### src/intc_pkg.sv
/*
 * constants, state type and register map of the vectored interrupt unit.
 * assumes one 100 MHz clock and a synchronous active-high reset.
 */
package intc_pkg;

    localparam int NUM_SRC = 6;
    localparam int PC_W    = 12;

    // register addresses
    localparam logic [7:0] ADDR_PRIORITY = 8'hF9;
    localparam logic [7:0] ADDR_REQUEST  = 8'hFA;
    localparam logic [7:0] ADDR_MASK     = 8'hFB;

    // values after reset
    localparam logic [7:0] RESET_PRIORITY = 8'h00;
    localparam logic [7:0] RESET_REQUEST  = 8'h00;
    localparam logic [7:0] RESET_MASK     = 8'h00;
    localparam logic [7:0] RESET_RDATA    = 8'h00;

    // field positions
    localparam int MASK_GLOBAL_BIT  = 7;
    localparam int MASK_PROTECT_BIT = 6;
    localparam int EDGE_BIT1_BIT    = 7;
    localparam int EDGE_BIT2_BIT    = 6;

    // source numbers
    localparam int SRC_ZERO    = 0;
    localparam int SRC_ONE     = 1;
    localparam int SRC_TWO     = 2;
    localparam int SRC_TIMER_A = 4;
    localparam int SRC_TIMER_B = 5;

    typedef enum logic [0:0] {
        ST_IDLE = 1'b0,
        ST_BUSY = 1'b1
    } cycle_state_t;

endpackage

### src/vectored_interrupt_unit.sv
/*
 * vectored, prioritised interrupt unit with polled-mode request register.
 * assumes pins and comparators are asynchronous; timer pulses, register
 * port and core handshake are on ref_clk.
 */
`timescale 1ns/100ps
`default_nettype none
module vectored_interrupt_unit
    import intc_pkg::*;
#(
    parameter bit PROTECT_OPTION = 1'b1
) (
    input  wire logic              ref_clk,
    input  wire logic              rst,
    input  wire logic              port3_bit1_input,
    input  wire logic              port3_bit2_input,
    input  wire logic              port3_bit3_input,
    input  wire logic              first_comparator_output,
    input  wire logic              second_comparator_output,
    input  wire logic              analog_mode,
    input  wire logic              timer_a_end_of_count,
    input  wire logic              timer_b_end_of_count,
    input  wire logic [7:0]        reg_addr,
    input  wire logic [7:0]        reg_wdata,
    input  wire logic              reg_wr,
    input  wire logic              reg_rd,
    input  wire logic              core_cycle_done,
    output logic      [7:0]        reg_rdata,
    output logic                   int_grant,
    output logic                   int_active,
    output logic      [2:0]        int_source,
    output logic      [PC_W-1:0]   vector_address,
    output logic                   ram_protect
);

    // synchroniser and edge history, bit order p31 p32 p33 cmp1 cmp2
    logic [4:0]       sync1_reg;
    logic [4:0]       sync2_reg;
    logic [4:0]       prev_reg;
    logic [4:0]       pins;
    logic [4:0]       rise;
    logic [4:0]       fall;
    logic             b1_rise;
    logic             b1_fall;
    logic             b2_rise;
    logic             b2_fall;
    logic [5:0]       events;

    // register file and cycle state
    logic [7:0]       flags_reg;
    logic [7:0]       flags_next;
    logic [7:0]       mask_reg;
    logic [7:0]       mask_next;
    logic [7:0]       prio_reg;
    logic [7:0]       prio_next;
    logic [7:0]       rdata_reg;
    logic [7:0]       rdata_next;
    cycle_state_t     state_reg;
    cycle_state_t     state_next;
    logic             grant_reg;
    logic             grant_next;
    logic [2:0]       src_reg;
    logic [2:0]       src_next;
    logic [PC_W-1:0]  vec_reg;
    logic [PC_W-1:0]  vec_next;
    logic             prot_reg;
    logic             prot_next;
    logic [5:0]       pending;
    logic             found;
    logic [2:0]       win;
    logic             wr_req;
    logic             wr_mask;
    logic             wr_prio;

    assign pins = {second_comparator_output, first_comparator_output,
                   port3_bit3_input, port3_bit2_input, port3_bit1_input};

    // two-stage synchroniser, then one history stage for edges
    always_ff @(posedge ref_clk) begin
        if (rst) begin
            sync1_reg <= 5'h00;
            sync2_reg <= 5'h00;
            prev_reg  <= 5'h00;
        end else begin
            sync1_reg <= pins;
            sync2_reg <= sync1_reg;
            prev_reg  <= sync2_reg;
        end
    end

    // edge detection and polarity selection per source
    always_comb begin
        rise    = sync2_reg & ~prev_reg;
        fall    = ~sync2_reg & prev_reg;
        b1_rise = analog_mode ? rise[3] : rise[0];
        b1_fall = analog_mode ? fall[3] : fall[0];
        b2_rise = analog_mode ? rise[4] : rise[1];
        b2_fall = analog_mode ? fall[4] : fall[1];
        events  = 6'h00;
        events[SRC_ZERO] = (b2_rise & flags_reg[EDGE_BIT2_BIT])
            | (b2_fall & (~flags_reg[EDGE_BIT2_BIT]
                          | flags_reg[EDGE_BIT1_BIT]));
        events[SRC_ONE] = fall[2];
        events[SRC_TWO] = (b1_rise & flags_reg[EDGE_BIT1_BIT])
            | (b1_fall & (~flags_reg[EDGE_BIT1_BIT]
                          | flags_reg[EDGE_BIT2_BIT]));
        events[SRC_TIMER_A] = timer_a_end_of_count;
        events[SRC_TIMER_B] = timer_b_end_of_count;
    end

    // rotating priority search from the programmed start source
    always_comb begin
        logic [3:0] idx;
        logic [3:0] start;
        idx     = 4'h0;
        start   = (prio_reg[2:0] > 3'h5) ? 4'h0 : {1'b0, prio_reg[2:0]};
        pending = flags_reg[5:0] & mask_reg[5:0]
                  & {6{mask_reg[MASK_GLOBAL_BIT]}};
        found   = 1'b0;
        win     = 3'h0;
        for (int k = 0; k < NUM_SRC; k++) begin
            idx = start + 4'(k);
            if (idx > 4'h5) begin
                idx = idx - 4'h6;
            end
            if (!found && pending[idx[2:0]]) begin
                found = 1'b1;
                win   = idx[2:0];
            end
        end
    end

    // register writes, grant sequencing and read data
    always_comb begin
        wr_req     = reg_wr && (reg_addr == ADDR_REQUEST);
        wr_mask    = reg_wr && (reg_addr == ADDR_MASK);
        wr_prio    = reg_wr && (reg_addr == ADDR_PRIORITY);
        flags_next = wr_req ? reg_wdata : flags_reg;
        mask_next  = wr_mask ? reg_wdata : mask_reg;
        prio_next  = wr_prio ? reg_wdata : prio_reg;
        state_next = state_reg;
        grant_next = 1'b0;
        src_next   = src_reg;
        vec_next   = vec_reg;
        unique case (state_reg)
            ST_IDLE: begin
                if (found) begin
                    state_next = ST_BUSY;
                    grant_next = 1'b1;
                    src_next   = win;
                    vec_next   = PC_W'({win, 1'b0});
                    flags_next[win] = 1'b0;
                    mask_next[MASK_GLOBAL_BIT] = 1'b0;
                end
            end
            ST_BUSY: begin
                if (core_cycle_done) begin
                    state_next = ST_IDLE;
                end
            end
        endcase
        // hardware events win over any clear in the same cycle
        flags_next[5:0] = flags_next[5:0] | events;
        prot_next  = PROTECT_OPTION & mask_next[MASK_PROTECT_BIT];
        rdata_next = rdata_reg;
        if (reg_rd) begin
            case (reg_addr)
                ADDR_REQUEST:  rdata_next = flags_reg;
                ADDR_MASK:     rdata_next = mask_reg;
                ADDR_PRIORITY: rdata_next = prio_reg;
                default:       rdata_next = 8'h00;
            endcase
        end
    end

    // state registers
    always_ff @(posedge ref_clk) begin
        if (rst) begin
            flags_reg <= RESET_REQUEST;
            mask_reg  <= RESET_MASK;
            prio_reg  <= RESET_PRIORITY;
            rdata_reg <= RESET_RDATA;
            state_reg <= ST_IDLE;
            grant_reg <= 1'b0;
            src_reg   <= 3'h0;
            vec_reg   <= '0;
            prot_reg  <= 1'b0;
        end else begin
            flags_reg <= flags_next;
            mask_reg  <= mask_next;
            prio_reg  <= prio_next;
            rdata_reg <= rdata_next;
            state_reg <= state_next;
            grant_reg <= grant_next;
            src_reg   <= src_next;
            vec_reg   <= vec_next;
            prot_reg  <= prot_next;
        end
    end

    // outputs straight from flip-flops
    assign reg_rdata      = rdata_reg;
    assign int_grant      = grant_reg;
    assign int_active     = (state_reg == ST_BUSY);
    assign int_source     = src_reg;
    assign vector_address = vec_reg;
    assign ram_protect    = prot_reg;
endmodule
`default_nettype wire

### config.mk
export PLATFORM = sky130hd
export DESIGN_NAME = vectored_interrupt_unit
export DESIGN_NICKNAME = d
export VERILOG_FILES = /design/src/intc_pkg.sv /design/src/vectored_interrupt_unit.sv
export SDC_FILE = /design/constraint.sdc
export NUM_CORES = 1
export LEC_CHECK = 0
export ABC_AREA = 1
export BUFFER_PORTS_ARGS = -buffer_cell sky130_fd_sc_hd__buf_2
export CAP_MARGIN = 25
export CORE_MARGIN = 2
export CORE_UTILIZATION = 56
export CTS_CLUSTER_DIAMETER = 100
export CTS_CLUSTER_SIZE = 14
export DETAILED_ROUTE_END_ITERATION = 8
export MAX_ROUTING_LAYER = met4
export PLACE_DENSITY = 0.8
export SYNTH_ARGS = -nofsm -noshare
export SYNTH_HDL_FRONTEND = slang
export SYNTH_SLANG_ARGS = --single-unit
### constraint.sdc
create_clock -name ref_clk -period 3 [get_ports ref_clk]
set_input_delay 0.45 -clock ref_clk [delete_from_list [all_inputs] [get_ports ref_clk]]
set_output_delay 0.45 -clock ref_clk [all_outputs]
set_load 0.01 [all_outputs]
==> metrics.txt <==
Pwr Total 0.00130 W; Post-Layout Cell Count 587; Yosys cell types 37; share of flip-flops with an asynchronous set or reset 0%; Final Core Density 64.4%; Final min period 2.71 ns; Slew headroom roughly 65%; CTS Root Cell clkbuf_8; CP most frequent cell nand2_1; hold crit path type input port to flip-flop; Max Freq 369 MHz; leakage dissipation approximately 1.6 nW; CTS tree built; Num CTS Buffers 5; gpl congestion 0.858; setup_tns 0 ns; Worst path top cell family by delay simple AND/OR/NAND/NOR gates; R2R depth 21; Die W around 80 um; kind of critical path flip-flop to flip-flop; Netlist Area Pre-Place 3110 um^2; Arrival @ worst endpoint 2.90 ns; chip height 78.5 um; Logic pwr share 7.0%; Worst path depth 21; worst path cell trace inv_1 > nand2_2 > inv_2 > ha_1 > nand3_2 > nand2_2 > nand2_1 > nand2_1 > nor2_2 > nand3_2 > nand2_2 > clkinv_1 > nand3_2 > nor2_4 > nand2_1 > nand2_1 > nand2_2 > a21oi_2 > nand2_1 > a21oi_1 > nor2_1; clock power share approximately two fifths; Buffers on Ports 45; share of cells above drive strength 1 19.6%; Hold Fails Final Rpt 0; Reg2Reg Setup Slack about 0.29 ns; Crit Reg-Reg Startpoint prio_reg[2]$_SDFFE_PP0P_; pwr dens 372 nW/um^2; Critical Path Sink Type flip-flop; crit path launch prio_reg[2]$_SDFFE_PP0P_; Synthesis Warnings 0; Sw Ratio between 20% and 30%; kind of start point of the critical path flip-flop; max incr delay on CP around 0.35 ns; outcome finished, final reports clean; drt drc 0; RSZ-0062 raised after global routing no; CTS resizes 0; final number of setup-violating endpoints 0; Pint ~0.00099 W; worst path required time between 3 and 4 ns; std cell rows 27; Placed Cells approximately 580; vias in the first global route ~2700; hold buffer count at cts 0; Seq pwr share 54.5%; Post-CTS Setup Bufs 0; filler instances 522; CTS Buffer Depth 2; Max Cap Viol 0; R2R Path End flags_reg[5]$_SDFF_PP0_; Post-synth EDFFs 0; Final #Nets 550; largest net degree at the start of global routing 44; P&R area growth vs syn 12.7%; clock latency on the worst-skew pair 0.31 ns; starting density of the core 57.2%; Main synth FF type dfxtp_1; core box area about 5400 um^2; Die ar. 6160 um^2; Max VDD drop 310 uV; H-tree depth 2; Psw 0.000316 W; syn avg cell area 6.60 um^2; Detailed Route Iter0 Violations 210; routed wire length 7400 um; Slew @ Worst Pin 0.513 ns; CP max stage cell dfxtp_2; Antenna diodes 0; commonest non-fill, non-tap cells in the layout nand2_1, inv_1, dfxtp_1; commonest non-fill, non-tap cell in the layout nand2_1; Via density 5.19; Mapped Cells 471; Reg clk slew, reported paths around 0.10 ns; first-pass GRT wire length around 12000 um; IO Count 55; DR WL/cell 12.6 um; skew final 0.0102 ns; via count 3044; clock sink total 52; Slew Viols, Final 0; FF+latch count, synth 52; WP buf/inv 3; total track usage between 20% and 30%; initial antenna violation count 0; total gr overflow 0; sequential area share after synthesis between 30% and 40%; HPWL Detailed 5710 um; Final Cycle Share 90.3%; CP Max Fanout 7; antenna-violating nets left 0; Pre-Repair DR Iteration Count 5; crit path to flags_reg[5]$_SDFF_PP0_
## final cells by class
| class | count | area (um^2) | area share, % |
|---|---|---|---|
| Inverter | 71 | 267 | 7.61 |
| Clock buffer | 5 | 68.8 | 1.96 |
| Tap cell | 72 | 90.1 | 2.57 |
| Timing Repair Buffer | 52 | 282 | 8.04 |
| Sequential cell | 52 | 1040 | 29.8 |
| Clock inverter | 3 | 46.3 | 1.32 |
| Multi-Input combinational cell | 332 | 1710 | 48.7 |
## logic make-up after synthesis
group	Yosys count	share of synthesized area, %
flip-flops	52	33.5
AND/OR/NAND/NOR	233	34.1
XOR/XNOR	1	0.282
other	1	0.121
adder cells (fa/ha/maj)	7	2.82
AO/OA/AOI/OAI	82	15.7
buffers and inverters	95	13.4
## how the worst min path moves through the flow
stage | startpoint | to | slack (ns) | cells past startpoint
CTS | core_cycle_done | int_active$_SDFF_PP0_ | 0.33 | 2
global route | first_comparator_output | sync1_reg[3]$_SDFF_PP0_ | 0.33 | 3
floorplan | sync1_reg[0]$_SDFF_PP0_ | sync2_reg[0]$_SDFF_PP0_ | 0.39 | 2
finish | core_cycle_done | int_active$_SDFF_PP0_ | 0.33 | 2
global placement | sync1_reg[2]$_SDFF_PP0_ | sync2_reg[2]$_SDFF_PP0_ | 0.39 | 2
detailed placement | sync1_reg[2]$_SDFF_PP0_ | sync2_reg[2]$_SDFF_PP0_ | 0.40 | 2
## synthesized netlist by cell type (2+ instances only)
master      n  share of area [%]
a21oi_1    31                5.0
clkbuf_1    9                1.1
o31ai_1     2               0.48
nor3_1      2               0.32
buf_4      12                2.9
o211ai_1    2               0.48
nand2_4     2               0.72
buf_6       2               0.72
o221ai_1    6                1.7
nand2_2    10                2.0
nand3_2     8                2.6
nor2_1     42                5.1
a21oi_2     3               0.85
a211oi_1    2               0.48
nand4_1     6                1.2
inv_2       3               0.36
inv_1      66                8.0
dfxtp_1    52                 33
o21ai_0    26                4.2
nor2_2      4               0.80
ha_1        7                2.8
nand3_1    38                6.1
nor4_1      3               0.60
nand2_1   115                 14
clkinv_1    2               0.24
o21ai_1     5               0.80
## worst reg2reg max path: cells and delay by family, from the launching register on
| kind | cells | cell delay (ns) |
|---|---|---|
| simple gates | 15 | 1.41 |
| compound gates | 2 | 0.32 |
| fa+ha+maj | 1 | 0.22 |
| flops | 1 | 0.35 |
| buf+inv | 3 | 0.30 |
## power groups by stage
stage	combinational (W)	sequential (W)	clock [W]
floorplan	0.0000617	0.000725	0
global placement	0.0000881	0.000725	0
detailed placement	0.0000902	0.000726	0
CTS	0.0000907	0.000710	0.000510
global route	0.000104	0.000712	0.000534
finish	0.0000916	0.000710	0.000502
## layer usage
| layer | routed length [um] | up-vias | global-route usage (%) |
|---|---|---|---|
| met5 | 0 | - | - |
| met4 | 106 | 0 | 8.95 |
| met3 | 374 | 10 | 3.45 |
| met2 | 3650 | 81 | 41.4 |
| met1 | 3270 | 1375 | 31.6 |
| li1 | - | 1578 | - |
## per-stage QoR
step | hold WS (ns) | instance area, um^2 | worst slack (ns)
global placement | 0.389 | 3360 | 0.179
CTS | 0.328 | 3480 | 0.0975
global route | 0.330 | 3500 | 0.0189
detailed placement | 0.399 | 3360 | 0.109
finish | 0.331 | 3500 | 0.292
floorplan | 0.388 | 3140 | 0.434
Note: power is estimated with default switching activity, not from simulation.
